$ cat config.mk
export PLATFORM = sky130hd
export DESIGN_NAME = ucr_common_regs
export DESIGN_NICKNAME = d
export VERILOG_FILES = /design/src/design/ucr_common_regs.v
export VERILOG_INCLUDE_DIRS = /design/src /design/src/design
export SDC_FILE = /design/constraint.sdc
export NUM_CORES = 1
export LEC_CHECK = 0
export ABC_AREA = 1
export BUFFER_PORTS_ARGS = -buffer_cell sky130_fd_sc_hd__buf_2
export CELL_PAD_IN_SITES_DETAIL_PLACEMENT = 0
export CELL_PAD_IN_SITES_GLOBAL_PLACEMENT = 1
export CORE_AREA = 4 4 106 108
export DETAILED_ROUTE_END_ITERATION = 6
export DIE_AREA = 0 0 110 112
export GPL_TIMING_DRIVEN = 0
export HOLD_SLACK_MARGIN = 0.03
export PLACE_DENSITY_LB_ADDON = 0.3
export SLEW_MARGIN = 20
export SYNTH_ARGS = -nofsm -noshare
export SYNTH_HDL_FRONTEND = slang
export SYNTH_SLANG_ARGS = --single-unit
$ cat constraint.sdc
create_clock -name clk -period 3 [get_ports clk]
set_input_delay 0.6 -clock clk [delete_from_list [all_inputs] [get_ports clk]]
set_output_delay 0.6 -clock clk [all_outputs]
set_load 0.01 [all_outputs]
$ cat src/design/ucr_regs.vh
`ifndef UCR_REGS_VH
`define UCR_REGS_VH

// Register window in the external data space
`define UCR_WIN_BASE      16'hDE00
`define UCR_WIN_LAST      16'hDE3F

// Register byte addresses
`define UCR_OFS_ADDR      16'hDE00
`define UCR_OFS_POWER     16'hDE01
`define UCR_OFS_INFLAG    16'hDE02
`define UCR_OFS_OUTFLAG   16'hDE04
`define UCR_OFS_COMFLAG   16'hDE06
`define UCR_OFS_INEN      16'hDE07
`define UCR_OFS_OUTEN     16'hDE09
`define UCR_OFS_COMEN     16'hDE0B

// Function address fields
`define UCR_ADDR_PEND_BIT 7

// Power control fields
`define UCR_POW_ISOHOLD   7
`define UCR_POW_BUSRST    3
`define UCR_POW_WAKE      2
`define UCR_POW_SUSP      1
`define UCR_POW_ALLOW     0

// Common event fields
`define UCR_CF_SOF        3
`define UCR_CF_RST        2
`define UCR_CF_WAKE       1
`define UCR_CF_SLEEP      0

// Reset values
`define UCR_RST_ADDR      7'h00
`define UCR_RST_POWER     8'h00
`define UCR_RST_INEN      8'h3F
`define UCR_RST_OUTEN     8'h3E
`define UCR_RST_COMEN     4'h6
`define UCR_OUTEN_MASK    8'hFE

// Timing
`define UCR_SUSP_IDLE_MS  3
`define UCR_CYC_PER_MS    100000
`define UCR_WAKE_MIN_MS   1
`define UCR_WAKE_MAX_MS   15

`endif

$ cat src/design/ucr_common_regs.v
// Function
// - 7-bit address, write sets pending bit 7
// - Iso hold sends zero-length until frame start
// - Bus reset status readable at bit 3
// - Wakeup bit drives resume signaling
// - Suspended status; cleared by read or wakeup
// - Suspend after 3 ms idle when allowed
// - IN and control endpoint flags, clear on read
// - OUT endpoint flags bits 5:1, clear on read
// - Frame start flag bit 3, clear on read
// - Reset, resume, suspend flags, clear on read
// - IN endpoint enables reset to one
// - OUT endpoint enables bits 5:1, reset one
// - Bus reset zeroes address, restores all but frame start and suspend enables
// - Enabled flag raises shared interrupt line
// - Decode registers in the data space window
`timescale 1ns/100ps
`include "ucr_regs.vh"

module ucr_common_regs #(
  parameter integer SUSPEND_IDLE_CYCLES = `UCR_SUSP_IDLE_MS * `UCR_CYC_PER_MS,
  parameter integer CNT_W               = 20
) (
  // Clock, reset and clock enable
  input  wire        clk,
  input  wire        resetn,
  input  wire        ce,
  // Register access from the processor data space
  input  wire [15:0] xAddr,
  input  wire [7:0]  xWrData,
  input  wire        xWrEn,
  input  wire        xRdEn,
  output reg  [7:0]  xRdData,
  // Status from the packet engine
  input  wire        addrApplied,
  input  wire        inPacketLoaded,
  input  wire        inEndpointIsIso,
  // Bus line state seen by the transceiver
  input  wire        frameStart,
  input  wire        busResetActive,
  input  wire        busIdle,
  // Per-endpoint transfer events
  input  wire [5:0]  inEndpointEvent,
  input  wire [5:1]  outEndpointEvent,
  // Controls toward the packet engine and the bus
  output reg  [6:0]  functionAddress,
  output reg         isoZeroLenHold,
  output reg         resumeDrive,
  output reg         suspendMode,
  output reg         endpointStateClear,
  // Shared interrupt toward the processor
  output reg         controllerIrq
);

  // Cut to the counter width on purpose; CNT_W must hold the count
  localparam integer     IDLE_LAST_I = SUSPEND_IDLE_CYCLES - 1;
  localparam [CNT_W-1:0] IDLE_LAST   = IDLE_LAST_I[CNT_W-1:0];

  // Exact address match, used by every register strobe
  function hit;
    input [15:0] a;
    input [15:0] ofs;
    begin
      hit = (a == ofs);
    end
  endfunction

  // Flag update with hardware set winning over read clear
  function [5:0] upd;
    input [5:0] cur;
    input [5:0] set;
    input       clr;
    begin
      upd = (clr ? 6'h00 : cur) | set;
    end
  endfunction

  // Stored register fields and flags
  reg             addrPending;
  reg             isoHoldEn;
  reg             suspendAllow;
  reg [5:0]       inFlags;
  reg [5:1]       outFlags;
  reg [3:0]       comFlags;
  reg [7:0]       inEnables;
  reg [7:0]       outEnables;
  reg [3:0]       comEnables;
  // Idle timer and edge history of the bus levels
  reg [CNT_W-1:0] idleCount;
  reg             idleSpent;
  reg             busResetSeen;
  reg             busIdleSeen;

  // Next values from the combinational blocks
  reg [7:0]       next_rdData;
  reg [5:0]       next_inFlags;
  reg [5:0]       next_outFlags;
  reg [3:0]       next_comFlags;
  reg             next_suspendMode;
  reg             next_irq;

  // Window decode; an access outside the window touches nothing
  wire inWin = (xAddr >= `UCR_WIN_BASE) && (xAddr <= `UCR_WIN_LAST);
  wire rd    = xRdEn & inWin;
  wire wr    = xWrEn & inWin;

  // One strobe per register; a read strobes only the clear-on-read flags
  wire wrAddr  = wr & hit(xAddr, `UCR_OFS_ADDR);
  wire wrPower = wr & hit(xAddr, `UCR_OFS_POWER);
  wire wrInEn  = wr & hit(xAddr, `UCR_OFS_INEN);
  wire wrOutEn = wr & hit(xAddr, `UCR_OFS_OUTEN);
  wire wrComEn = wr & hit(xAddr, `UCR_OFS_COMEN);
  wire rdInF   = rd & hit(xAddr, `UCR_OFS_INFLAG);
  wire rdOutF  = rd & hit(xAddr, `UCR_OFS_OUTFLAG);
  wire rdComF  = rd & hit(xAddr, `UCR_OFS_COMFLAG);

  // Bus reset is acted on once, at its leading edge
  wire busResetRise = busResetActive & ~busResetSeen;
  // Leaving idle while suspended is a resume, unless it is a reset
  wire resumeEvent  = suspendMode & busIdleSeen & ~busIdle & ~busResetActive;
  // Suspend entry: idle counter expires while allowed
  wire suspendEnter = suspendAllow & busIdle & ~idleSpent &
                      (idleCount == IDLE_LAST);
  // Writing the wakeup bit as one also clears suspended status
  wire wakeWrite    = wrPower & xWrData[`UCR_POW_WAKE];

  // Flag and status next values; hardware sets beat read clears
  always @* begin
    next_inFlags  = upd(inFlags, inEndpointEvent, rdInF);
    next_outFlags = upd({outFlags, 1'b0}, {outEndpointEvent, 1'b0}, rdOutF);
    // Common flags clear on read, then each event sets its own bit
    next_comFlags = rdComF ? 4'h0 : comFlags;
    if (frameStart) begin
      next_comFlags[`UCR_CF_SOF] = 1'b1;
    end
    if (busResetRise) begin
      next_comFlags[`UCR_CF_RST] = 1'b1;
    end
    if (resumeEvent) begin
      next_comFlags[`UCR_CF_WAKE] = 1'b1;
    end
    if (suspendEnter) begin
      next_comFlags[`UCR_CF_SLEEP] = 1'b1;
    end
    // Suspended status: a clear and an entry together leave it set
    next_suspendMode = suspendMode;
    if (rdComF || wakeWrite || resumeDrive) begin
      next_suspendMode = 1'b0;
    end
    if (suspendEnter) begin
      next_suspendMode = 1'b1;
    end
  end

  // Shared interrupt from enabled flags, evaluated on the new values
  always @* begin
    next_irq = |(next_inFlags & inEnables[5:0]) |
               |(next_outFlags[5:1] & outEnables[5:1]) |
               |(next_comFlags & comEnables);
  end

  // Read mux; unmapped window addresses and reserved bits read zero, except IN and OUT enable bits 7:6
  always @* begin
    next_rdData = 8'h00;
    if (rd) begin
      case (xAddr)
        `UCR_OFS_ADDR: begin
          next_rdData = {addrPending, functionAddress};
        end
        `UCR_OFS_POWER: begin
          next_rdData = {isoHoldEn, 3'b000, busResetActive, resumeDrive,
                         suspendMode, suspendAllow};
        end
        `UCR_OFS_INFLAG: begin
          next_rdData = {2'b00, inFlags};
        end
        `UCR_OFS_OUTFLAG: begin
          next_rdData = {2'b00, outFlags, 1'b0};
        end
        `UCR_OFS_COMFLAG: begin
          next_rdData = {4'h0, comFlags};
        end
        `UCR_OFS_INEN: begin
          next_rdData = inEnables;
        end
        `UCR_OFS_OUTEN: begin
          next_rdData = outEnables & `UCR_OUTEN_MASK;
        end
        `UCR_OFS_COMEN: begin
          next_rdData = {4'h0, comEnables};
        end
        default: begin
          next_rdData = 8'h00;
        end
      endcase
    end
  end

  // Event flags, read data and interrupt line
  always @(posedge clk or negedge resetn) begin
    if (!resetn) begin
      inFlags       <= 6'h00;
      outFlags      <= 5'h00;
      comFlags      <= 4'h0;
      suspendMode   <= 1'b0;
      xRdData       <= 8'h00;
      controllerIrq <= 1'b0;
    end else if (ce) begin
      inFlags       <= next_inFlags;
      outFlags      <= next_outFlags[5:1];
      comFlags      <= next_comFlags;
      suspendMode   <= next_suspendMode;
      xRdData       <= next_rdData;
      controllerIrq <= next_irq;
    end
  end

  // Function address and its pending flag
  always @(posedge clk or negedge resetn) begin
    if (!resetn) begin
      functionAddress <= `UCR_RST_ADDR;
      addrPending     <= 1'b0;
    end else if (ce) begin
      // Bus reset outranks a firmware write in the same cycle
      if (busResetRise) begin
        functionAddress <= 7'h00;
        addrPending     <= 1'b0;
      end else if (wrAddr) begin
        functionAddress <= xWrData[6:0];
        addrPending     <= 1'b1;
      end else if (addrApplied) begin
        addrPending     <= 1'b0;
      end
    end
  end

  // Power control bits written by firmware
  always @(posedge clk or negedge resetn) begin
    if (!resetn) begin
      isoHoldEn    <= 1'b0;
      resumeDrive  <= 1'b0;
      suspendAllow <= 1'b0;
    end else if (ce) begin
      // Read-only bits 6:3 and 1 are not stored here
      if (wrPower) begin
        isoHoldEn    <= xWrData[`UCR_POW_ISOHOLD];
        // Pulse length is firmware's job; no timeout is imposed here
        resumeDrive  <= xWrData[`UCR_POW_WAKE];
        suspendAllow <= xWrData[`UCR_POW_ALLOW];
      end
    end
  end

  // Interrupt enables; bus reset sets all but frame start and suspend
  always @(posedge clk or negedge resetn) begin
    if (!resetn) begin
      inEnables  <= `UCR_RST_INEN;
      outEnables <= `UCR_RST_OUTEN;
      comEnables <= `UCR_RST_COMEN;
    end else if (ce) begin
      if (busResetRise) begin
        inEnables                <= `UCR_RST_INEN;
        outEnables               <= `UCR_RST_OUTEN;
        // Frame start and suspend enables keep their value
        comEnables[`UCR_CF_RST]  <= 1'b1;
        comEnables[`UCR_CF_WAKE] <= 1'b1;
      end else begin
        if (wrInEn) begin
          // Bits 7:6 are stored as written; firmware keeps them zero
          inEnables <= xWrData;
        end
        if (wrOutEn) begin
          outEnables <= xWrData & `UCR_OUTEN_MASK;
        end
        if (wrComEn) begin
          comEnables <= xWrData[3:0];
        end
      end
    end
  end

  // Bus idle timer; one suspend per idle stretch
  always @(posedge clk or negedge resetn) begin
    if (!resetn) begin
      idleCount <= {CNT_W{1'b0}};
      idleSpent <= 1'b0;
    end else if (ce) begin
      // Bus activity or a cleared allow bit restarts the count
      if (!busIdle || !suspendAllow) begin
        idleCount <= {CNT_W{1'b0}};
        idleSpent <= 1'b0;
      end else if (suspendEnter) begin
        // Counter parks after entry so one idle stretch suspends once
        idleCount <= {CNT_W{1'b0}};
        idleSpent <= 1'b1;
      end else if (!idleSpent) begin
        idleCount <= idleCount + 1'b1;
      end
    end
  end

  // Edge history of the bus level inputs
  always @(posedge clk or negedge resetn) begin
    if (!resetn) begin
      // Zero is the quiet level of reset signaling, so no false edge
      busResetSeen <= 1'b0;
      busIdleSeen  <= 1'b0;
    end else if (ce) begin
      busResetSeen <= busResetActive;
      busIdleSeen  <= busIdle;
    end
  end

  // Endpoint state clear pulse for the packet engine on bus reset
  always @(posedge clk or negedge resetn) begin
    if (!resetn) begin
      endpointStateClear <= 1'b0;
    end else if (ce) begin
      endpointStateClear <= busResetRise;
    end
  end

  // Iso hold: zero-length answers from packet load until frame start
  always @(posedge clk or negedge resetn) begin
    if (!resetn) begin
      isoZeroLenHold <= 1'b0;
    end else if (ce) begin
      // A load in the same cycle as a frame start wins
      if (isoHoldEn && inPacketLoaded && inEndpointIsIso) begin
        isoZeroLenHold <= 1'b1;
      end else if (frameStart || !isoHoldEn) begin
        isoZeroLenHold <= 1'b0;
      end
    end
  end

endmodule

* Word level (Yosys, flattened, before mapping)
Index checks and enable logic that the tools add are counted.
** Word-level totals
- Register bits :: 81
- Input bits :: 46
** Operators by class
- Add/subtract/negate cells :: 1
- Order comparisons :: 2
- Eq/ne operators :: 10
- Mux-type cells :: 29
- Bitwise logic cells :: 30
- Reduce and logical (&&, ||, !) cells :: 32
** Operators with widths (number)
- $eq 16x16->1 const B :: 8
- $pmux 8 s8 :: 1
- $mux 20 :: 3
- $mux 8 :: 5
- $add 20x1->20 const B :: 1
- $eq 20x19->1 const B :: 1
- $reduce_and 2->1 :: 10
- $and 1x1->1 :: 18
- $ge 16x16->1 const B :: 1
- $le 16x16->1 const B :: 1
- $mux 7 :: 2
- $reduce_bool 2->1 :: 7
- $mux 1 :: 13
- $mux 6 :: 2
- $or 6x6->6 :: 2
- $and 6x6->6 :: 1
- $reduce_or 6->1 :: 1
- $and 5x5->5 :: 1
- $not 1->1 :: 5
- $reduce_or 5->1 :: 1
- $and 4x4->4 :: 1
- $logic_or 1x1->1 :: 4
- $mux 4 :: 1
- $reduce_or 4->1 :: 1
- other kinds (8) :: 13

* Logic depth before layout (Yosys ltp)
Gate-level depths: netlist (run 1).
- Word-level depth :: 10
- Mapped depth :: 16

* Worst setup path after synthesis (run 1)
OpenSTA, ideal clock, no wires.
- Path type :: input port to flip-flop
- From :: in xAddr[13]
- To :: reg controllerIrq
- Library setup time :: 0.117 ns
- Data arrival time :: 1.857 ns
- Required time :: 2.883 ns
- Slack :: 1.026 ns
- Stages :: 14
- Path buffers :: 0
- Cells stage by stage :: inv_1 nand2_1 nor2_4 nand4_1 nor2_2 nand3_2 nand2_1 nand2_1 nand2_1 nand2_1 nor2_1 nand2_1 nor2_1 nor2_1
** Between the ends
- Cells in the longest elaborated chain, start to end :: 10
- Elaborated cells on any way between the ends :: 27
- Those cells by class :: 2 x order compare; 3 x eq/ne; 7 x mux; 11 x bitwise; 4 x reduce/logical
** Ends and longest elaborated chain
- start, declared :: line ucr_common_regs.v:29 : input wire [15:0] xAddr,
- $ge 16x16->1 (no line) or $le 16x16->1 (tied branches)
- $logic_and 1x1->1 :: line ucr_common_regs.v:103 : wire inWin = (xAddr >= `UCR_WIN_BASE) && (xAddr <= `UCR_WIN_LAST);
- $and 1x1->1 :: line ucr_common_regs.v:104 : wire rd = xRdEn & inWin;
- $and 1x1->1 (on tied branches) :: line ucr_common_regs.v:113, ucr_common_regs.v:114
- $mux 6 :: line ucr_common_regs.v:74 : upd = (clr ? 6'h00 : cur) | set;
- $or 6x6->6 :: line ucr_common_regs.v:74
- $and 6x6->6 or $and 5x5->5 (tied branches) :: line ucr_common_regs.v:157, ucr_common_regs.v:158
- $reduce_or 6->1 or $reduce_or 5->1 (tied branches) :: line ucr_common_regs.v:157, ucr_common_regs.v:158
- $or 1x1->1 :: line ucr_common_regs.v:158 : |(next_outFlags[5:1] & outEnables[5:1]) |
- $or 1x1->1 * :: line ucr_common_regs.v:159 : |(next_comFlags & comEnables);
- end signal, assigned :: line ucr_common_regs.v:214 : controllerIrq <= next_irq;
- end, declared :: line ucr_common_regs.v:52 : output reg controllerIrq
Mark *: on every way between the ends. The rest lies on a longest branch, timed or not.
A chain may end at the register's enable or synchronous reset.

* Worst setup path after layout (run 1)
- From :: reg idleCount[1]
- To :: reg idleCount[3]
** Between the ends
- Cells in the longest elaborated chain, start to end :: 4
- Elaborated cells on any way between the ends :: 8
- Those cells by class :: 1 x add/sub; 2 x eq/ne; 3 x mux; 1 x bitwise; 1 x reduce/logical
** Ends and longest elaborated chain
- start, declared :: line ucr_common_regs.v:89 : reg [CNT_W-1:0] idleCount;
- start signal, assigned :: line ucr_common_regs.v:285 : idleCount <= {CNT_W{1'b0}};
- start signal, assigned :: line ucr_common_regs.v:290 : idleCount <= {CNT_W{1'b0}};
- start signal, assigned :: line ucr_common_regs.v:294 : idleCount <= {CNT_W{1'b0}};
- $add 20x1->20 or $eq 20x19->1 (tied branches) :: line ucr_common_regs.v:297, ucr_common_regs.v:123
- $mux 20 or $and 1x1->1 (tied branches) :: line ucr_common_regs.v:296, ucr_common_regs.v:122
- $mux 20 or $ne 3x1->1 (tied branches)
- $mux 20 or $reduce_and 2->1 (tied branches)
Several ways; a longest one is shown, not always the timed one. The select of a mux whose other input is x is not followed.

==> flow_metrics.env, run 1 <==
export IMPL_status="complete, no violations"
export IMPL_cts_resized_gates=0
export IMPL_period_share=0.813
export IMPL_syn_area_per_cell_um2=7.42
export IMPL_grt_pass1_wl_um=21300
export IMPL_cp_start_kind="flip-flop"
export IMPL_post_cts_buffers=0
export IMPL_fill_cells=1065
export IMPL_regArea_um2=2020
export IMPL_arrival_ps=2670
export IMPL_netlist_area_um2=4550
export IMPL_rsz0062_at_grt="no"
export IMPL_maxCapViolCount=0
export IMPL_fin_ws_ps=560
export IMPL_hold_viol_final=0
export IMPL_multiInputGateArea_um2=2160
export IMPL_io_pins=66
export IMPL_setup_worst_path_end_class="flip-flop"
export IMPL_path_max_fanout=10
export IMPL_drc_errors=0
export IMPL_synth_distinct_cells=44
export IMPL_maxSlewViolCount=0
export IMPL_max_freq_mhz=410
export IMPL_clock_skew_final_ps=5.93
export IMPL_drtAntennaViolNets=0
export IMPL_worstHoldPathType="in -> async"
export IMPL_design_area_um2=5250
export IMPL_drt_total_wl_um=13000
export IMPL_tightestPinTransition_ps=1030
export IMPL_dr_total_vias=4336
export IMPL_grt_usage=0.222
export IMPL_ys_ff_latch=80
export IMPL_dr_pass1_iters=6
export IMPL_clock_latency_ps=360
export IMPL_fin_setup_tns_ps=0
export IMPL_power_density_nw_per_um2=420
export IMPL_syn_nets=660
export IMPL_syn_to_final_growth_pct=15.3
export IMPL_synth_warnings=0
export IMPL_start_util=0.445
export IMPL_critPathLaunch="idleCount[1]"
export IMPL_synth_ff_type="dfrtp_1"
export IMPL_setup_viol=0
export IMPL_wl_per_cell_um=15.6
export IMPL_holdBufCountCts=0
export IMPL_grt_max_degree=42
export IMPL_crit_type="reg -> reg"
export IMPL_grt_pass1_vias=4143
export IMPL_die_w_um=110
export IMPL_cts_max_path_buffers=2
export IMPL_ctsRootBufferMaster="clkbuf_8"
export IMPL_gp_congestion=0.896
export IMPL_clkSlewWorstSetupHoldPaths_ps=90
export IMPL_drt_iter0_drc=313
export IMPL_max_slew_margin=0.309
export IMPL_critPathRequiredTime_ps=3230
export IMPL_netlist_instances=613
export IMPL_dpl_instance_area_um2=5060
export IMPL_min_period_ps=2440
export IMPL_core_um2=10200
export IMPL_viasPerCell=5.22
export IMPL_cts_tree="done"
export IMPL_dpl_worst_slack_ps=285
export IMPL_cts_max_level=3
export IMPL_synth_edf_count=0
export IMPL_finalNetCount=736
export IMPL_r2r_slack_ps=560
export IMPL_timing_reg2reg_worst_path_depth=11
export IMPL_numCtsBuffers=9
export IMPL_synth_top_cell_by_area="dfrtp_1"
export IMPL_netlist_area_leader_share=0.368
export IMPL_synthTopCellsByArea="dfrtp_1 37%, nand2_1 13%, dfstp_2 7.5%"
export IMPL_globalRouteOverflowTotal=0
export IMPL_rr_endpoint="idleCount[3]"
export IMPL_r2r_start="idleCount[1]"
export IMPL_dieArea_um2=12300
export IMPL_port_buffers=64
export IMPL_cts_num_sinks=80
export IMPL_drive_gt1_frac=0.193
export IMPL_placementRows=37
export IMPL_num_antenna_cells=0
export IMPL_die_y_um=112
export IMPL_leakage_nw=2.58
export IMPL_synth_seq_area_share=0.443
export IMPL_crit_end="idleCount[3]"
export IMPL_dpl_hpwl_um=10100
export IMPL_antenna_found_initial=0
export IMPL_irDropWorstVdd_mv=0.272
export IMPL_synthArstFlopShare=1.00
placed cells by master, fill, tap and decap left out, types with 6 or more instances in the layout:
cell type	instances
nand2_2	6
inv_1	81
nand2_1	157
clkbuf_8	9
nor2_1	84
a31oi_1	10
dfstp_2	13
buf_2	67
a21oi_1	17
nor3_1	13
clkbuf_1	6
nand3_1	40
nor2_2	6
dfrtp_1	67
nand4_1	18
o21ai_0	34
registers in the layout, indices dropped and copies added, names as in the netlist, 4 cells and up:
register / flops
comEnables: 4
comFlags: 4
inFlags: 6
functionAddress: 7
inEnables: 8
outEnables: 7
xRdData: 8
idleCount: 20
outFlags: 5
cell families after synthesis:
kind of cell               count (synthesis)  share of synthesized area
and+or+nand+nor                          344                      0.346
xor gates and xnor gates                   5                    0.00963
buffers and inverters                     97                     0.0828
DFF                                       80                      0.443
muxes                                      1                    0.00247
AOI/OAI and AO/OA                         85                      0.113
adders and majority gates                  1                    0.00275
area by class of cell:
class / instances / share of cell area
tap: 136 / 0.0324
multi-input combinational: 436 / 0.411
timing repair buffer: 65 / 0.0653
clock inverter: 7 / 0.0112
sequential: 80 / 0.385
buffer: 11 / 0.0103
inverter: 86 / 0.0615
clock buffer: 9 / 0.0236
power by group:
| part | total (mW) | leakage, nW | switching (mW) | internal (mW) |
|---|---|---|---|---|
| registers | 1.20 | 0.977 | 0.0460 | 1.15 |
| clock network | 0.762 | 0.0929 | 0.445 | 0.317 |
| logic | 0.246 | 1.51 | 0.164 | 0.0820 |
| total | 2.20 | 2.58 | 0.655 | 1.55 |
synth_stat cells (2+ instances only):
library cell / n
buf_2: 4
o21ai_1: 4
nand4_1: 18
nor2_4: 3
nor2_1: 84
o21ai_2: 2
a211oi_1: 2
nor3_2: 2
xnor2_1: 3
a31oi_1: 10
clkbuf_1: 6
o21ai_0: 34
inv_2: 5
nor3_4: 2
a221oi_1: 3
a21oi_1: 17
dfstp_2: 13
a32o_1: 2
o21bai_1: 3
nand2_1: 157
inv_1: 81
nor2_2: 6
nand3_2: 2
o211ai_1: 3
nand3_1: 40
xor2_1: 2
nor4_1: 5
dfrtp_1: 67
nand2_2: 6
nor3_1: 13
worst max-delay path: stages (launching register included):
cell	delay, ps
dfrtp_1	380
ha_1	170
inv_1	60
nor2_1	220
nand4_1	110
nor3_1	190
nand4_1	190
nand2_1	100
inv_1	50
nor2_1	410
buf_2	350
nor3_1	70
how the worst min path moves through the flow:
| stage | slack (ps) | from | cells after the start | to |
|---|---|---|---|---|
| detailed placement | 460 | isoZeroLenHold | 2 | isoZeroLenHold |
| finish | 220 | resetn | 1 | inFlags[1] |
| floorplan | 300 | resetn | 0 | addrPending |
| CTS | 230 | resetn | 1 | inFlags[1] |
| global route | 240 | resetn | 1 | inFlags[1] |
| global placement | 450 | isoZeroLenHold | 2 | isoZeroLenHold |
through the flow:
stage                      util  hold slack, ps  power, mW  cells
after detailed placement  0.495             456       1.46    814
after global routing      0.513             242       2.31    830
after global placement    0.493             451       1.45    813
after CTS                 0.513             227       2.23    830
after floorplan               -             304       1.33    613
final                     0.513             218       2.20    830
per-layer routing:
metal	track usage	share of wire	wire length (um)	vias to the layer above
met5	0	0	0	-
met4	0.0524	0.013	164	0
met3	0.0522	0.082	1070	15
met2	0.299	0.40	5230	166
met1	0.355	0.50	6500	2012
li1	-	-	-	2143
(Power assumes the default switching activity.)
==> run 2: changes to the inputs <==
--- a/config.mk
+++ b/config.mk
@@ -10,9 +10,9 @@
 export BUFFER_PORTS_ARGS = -buffer_cell sky130_fd_sc_hd__buf_2
 export CELL_PAD_IN_SITES_DETAIL_PLACEMENT = 0
 export CELL_PAD_IN_SITES_GLOBAL_PLACEMENT = 1
-export CORE_AREA = 4 4 106 108
+export CORE_AREA = 4 4 115 117
 export DETAILED_ROUTE_END_ITERATION = 6
-export DIE_AREA = 0 0 110 112
+export DIE_AREA = 0 0 119 121
 export GPL_TIMING_DRIVEN = 0
 export HOLD_SLACK_MARGIN = 0.03
 export PLACE_DENSITY_LB_ADDON = 0.3
==> constraint.sdc (replaced) <==
create_clock -name clk -period 1.98 [get_ports clk]
set_input_delay 0.396 -clock clk [delete_from_list [all_inputs] [get_ports clk]]
set_output_delay 0.396 -clock clk [all_outputs]
set_load 0.01 [all_outputs]
==> run 2 against run 1 <==
  * Cell count rose by 6.4%
  * Sequential cell count is the same
  * Worst hold slack worse by 190 ps
  * Die area increased by 17%
  * Utilization down 5.5 points
  * Clock power grew 140%
  * Global-route usage shrank 2.1 points
  * Clock skew fell by 1.4 ps
  * Worst setup slack worse by 440 ps
  * Sequential share of layout area shrank 2.8 points
  * Critical path type unchanged
  * Largest power group is now clock
==> flow_metrics.env, run 2 (synthesis results as in run 1) <==
export IMPL_drive_gt1_frac=0.229
export IMPL_drtAntennaViolNets=0
export IMPL_clock_skew_final_ps=4.49
export IMPL_power_density_nw_per_um2=717
export IMPL_layout_common_cells="157 x nand2_1, 78 x inv_1, 78 x nor2_1, 67 x dfrtp_1, 66 x buf_2"
export IMPL_numCtsBuffers=9
export IMPL_ctsRootBufferMaster="clkbuf_16"
export IMPL_max_stage_delay_ps=380
export IMPL_num_antenna_cells=0
export IMPL_leakage_nw=2.75
export IMPL_syn_to_final_growth_pct=24.4
export IMPL_drc_errors=0
export IMPL_setup_worst_path_end_class="flip-flop"
export IMPL_irDropWorstVdd_mv=0.490
export IMPL_die_y_um=121
export IMPL_reg_top3="idleCount x20, inEnables x8, xRdData x8"
export IMPL_crit_type="reg -> reg"
export IMPL_gp_congestion=0.856
export IMPL_drt_total_wl_um=13900
export IMPL_cts_max_path_buffers=2
export IMPL_r2r_slack_ps=120
export IMPL_rr_endpoint="idleCount[17]"
export IMPL_core_um2=12400
export IMPL_cts_tree="done"
export IMPL_antenna_found_initial=0
export IMPL_largest_reg_flops=20
export IMPL_max_freq_mhz=538
export IMPL_cts_num_sinks=80
export IMPL_clock_latency_ps=340
export IMPL_placementRows=41
export IMPL_status="complete, no violations"
export IMPL_cts_max_level=3
export IMPL_die_w_um=119
export IMPL_maxCapViolCount=0
export IMPL_hold_viol_final=0
export IMPL_dieArea_um2=14400
export IMPL_wl_per_cell_um=15.7
export IMPL_dpl_instance_area_um2=5110
export IMPL_io_pins=66
export IMPL_grt_usage=0.201
export IMPL_arrival_ps=2090
export IMPL_cp_start_kind="flip-flop"
export IMPL_setup_viol=0
export IMPL_critPathRequiredTime_ps=2210
export IMPL_fill_cells=1272
export IMPL_p_total_mw=4.06
export IMPL_port_buffers=64
export IMPL_worstHoldPathType="in -> async"
export IMPL_design_area_um2=5660
export IMPL_cpMaxStageDelayCell="dfrtp_1"
export IMPL_tightestPinTransition_ps=695
export IMPL_maxSlewViolCount=0
export IMPL_finalNetCount=753
export IMPL_drt_iter0_drc=316
export IMPL_largest_register="idleCount"
export IMPL_min_period_ps=1860
export IMPL_viasPerCell=5.00
export IMPL_crit_chain="ha_2 > inv_2 > nor2_4 > nand4_1 > nor3_2 > nand4_1 > nand2_1 > inv_1 > nor2_4 > buf_4 > nor2_1 > o21a_1"
export IMPL_r2r_start="idleCount[1]"
export IMPL_period_share=0.939
export IMPL_grt_max_degree=43
export IMPL_max_slew_margin=0.536
export IMPL_final_common_cell="nand2_1"
export IMPL_grt_pass1_vias=4328
export IMPL_start_util=0.368
export IMPL_clkSlewWorstSetupHoldPaths_ps=60
export IMPL_dpl_hpwl_um=10600
export IMPL_holdBufCountCts=0
export IMPL_dr_total_vias=4414
export IMPL_globalRouteOverflowTotal=0
export IMPL_timing_reg2reg_worst_path_depth=12
export IMPL_grt_pass1_wl_um=22500
export IMPL_dr_pass1_iters=5
export IMPL_path_max_fanout=4
## run 2: worst max path at each step
stage / startpoint / endpoint / depth (start not counted)
floorplan: idleCount[1] / idleCount[3] / 11
global placement: xAddr[13] / xRdData[7] / 12
detailed placement: xAddr[13] / xRdData[7] / 12
CTS: idleCount[1] / idleCount[12] / 12
global route: idleCount[1] / idleCount[17] / 12
finish: idleCount[1] / idleCount[17] / 12
## run 2: layer usage
metal | share of wire | wire length [um] | global-route usage
met3 | 0.061 | 844 | 0.0471
met5 | 0 | 0 | 0
met1 | 0.49 | 6820 | 0.290
met2 | 0.43 | 6020 | 0.301
met4 | 0.015 | 206 | 0.0587
## run 2: cell type report
| class | instances | area (um2) | area share |
|---|---|---|---|
| multi-input combinational | 436 | 2240 | 0.396 |
| tap | 172 | 215 | 0.0380 |
| buffer | 11 | 60.1 | 0.0106 |
| sequential | 80 | 2020 | 0.356 |
| clock buffer | 14 | 274 | 0.0484 |
| clock inverter | 2 | 60.1 | 0.0106 |
| timing repair buffer | 82 | 470 | 0.0831 |
| inverter | 86 | 323 | 0.0570 |
## run 2: stage by stage
stage                     TNS, ps  instances  setup slack (ps)  hold slack (ps)  utilization
after global routing        -87.6        883             -22.1             58.2        0.458
final                           0        883               121             24.8        0.458
after detailed placement   -18850        850              -668              410        0.413
after floorplan                 0        613               195              100            -
after CTS                       0        869              14.2             44.4        0.444
after global placement     -27560        849              -641              457        0.411
## run 2: critical path: cells and delay by family (launching register included)
kind / cells / cell delay, ps
adder cells (fa/ha/maj): 1 / 210
buffers and inverters: 3 / 270
AO/OA/AOI/OAI: 1 / 100
flip-flops: 1 / 380
AND/OR/NAND/NOR: 7 / 780
## run 2: power breakdown
part | internal [mW] | total [mW] | switching [mW]
Combinational | 0.134 | 0.391 | 0.257
Sequential | 1.74 | 1.81 | 0.0697
Clock | 1.21 | 1.86 | 0.648
## run 2: timing repair
action	CTS	global route
resized for setup	8	19
pin swaps	2	9
setup endpoints to repair	34	49
setup buffers	3	14
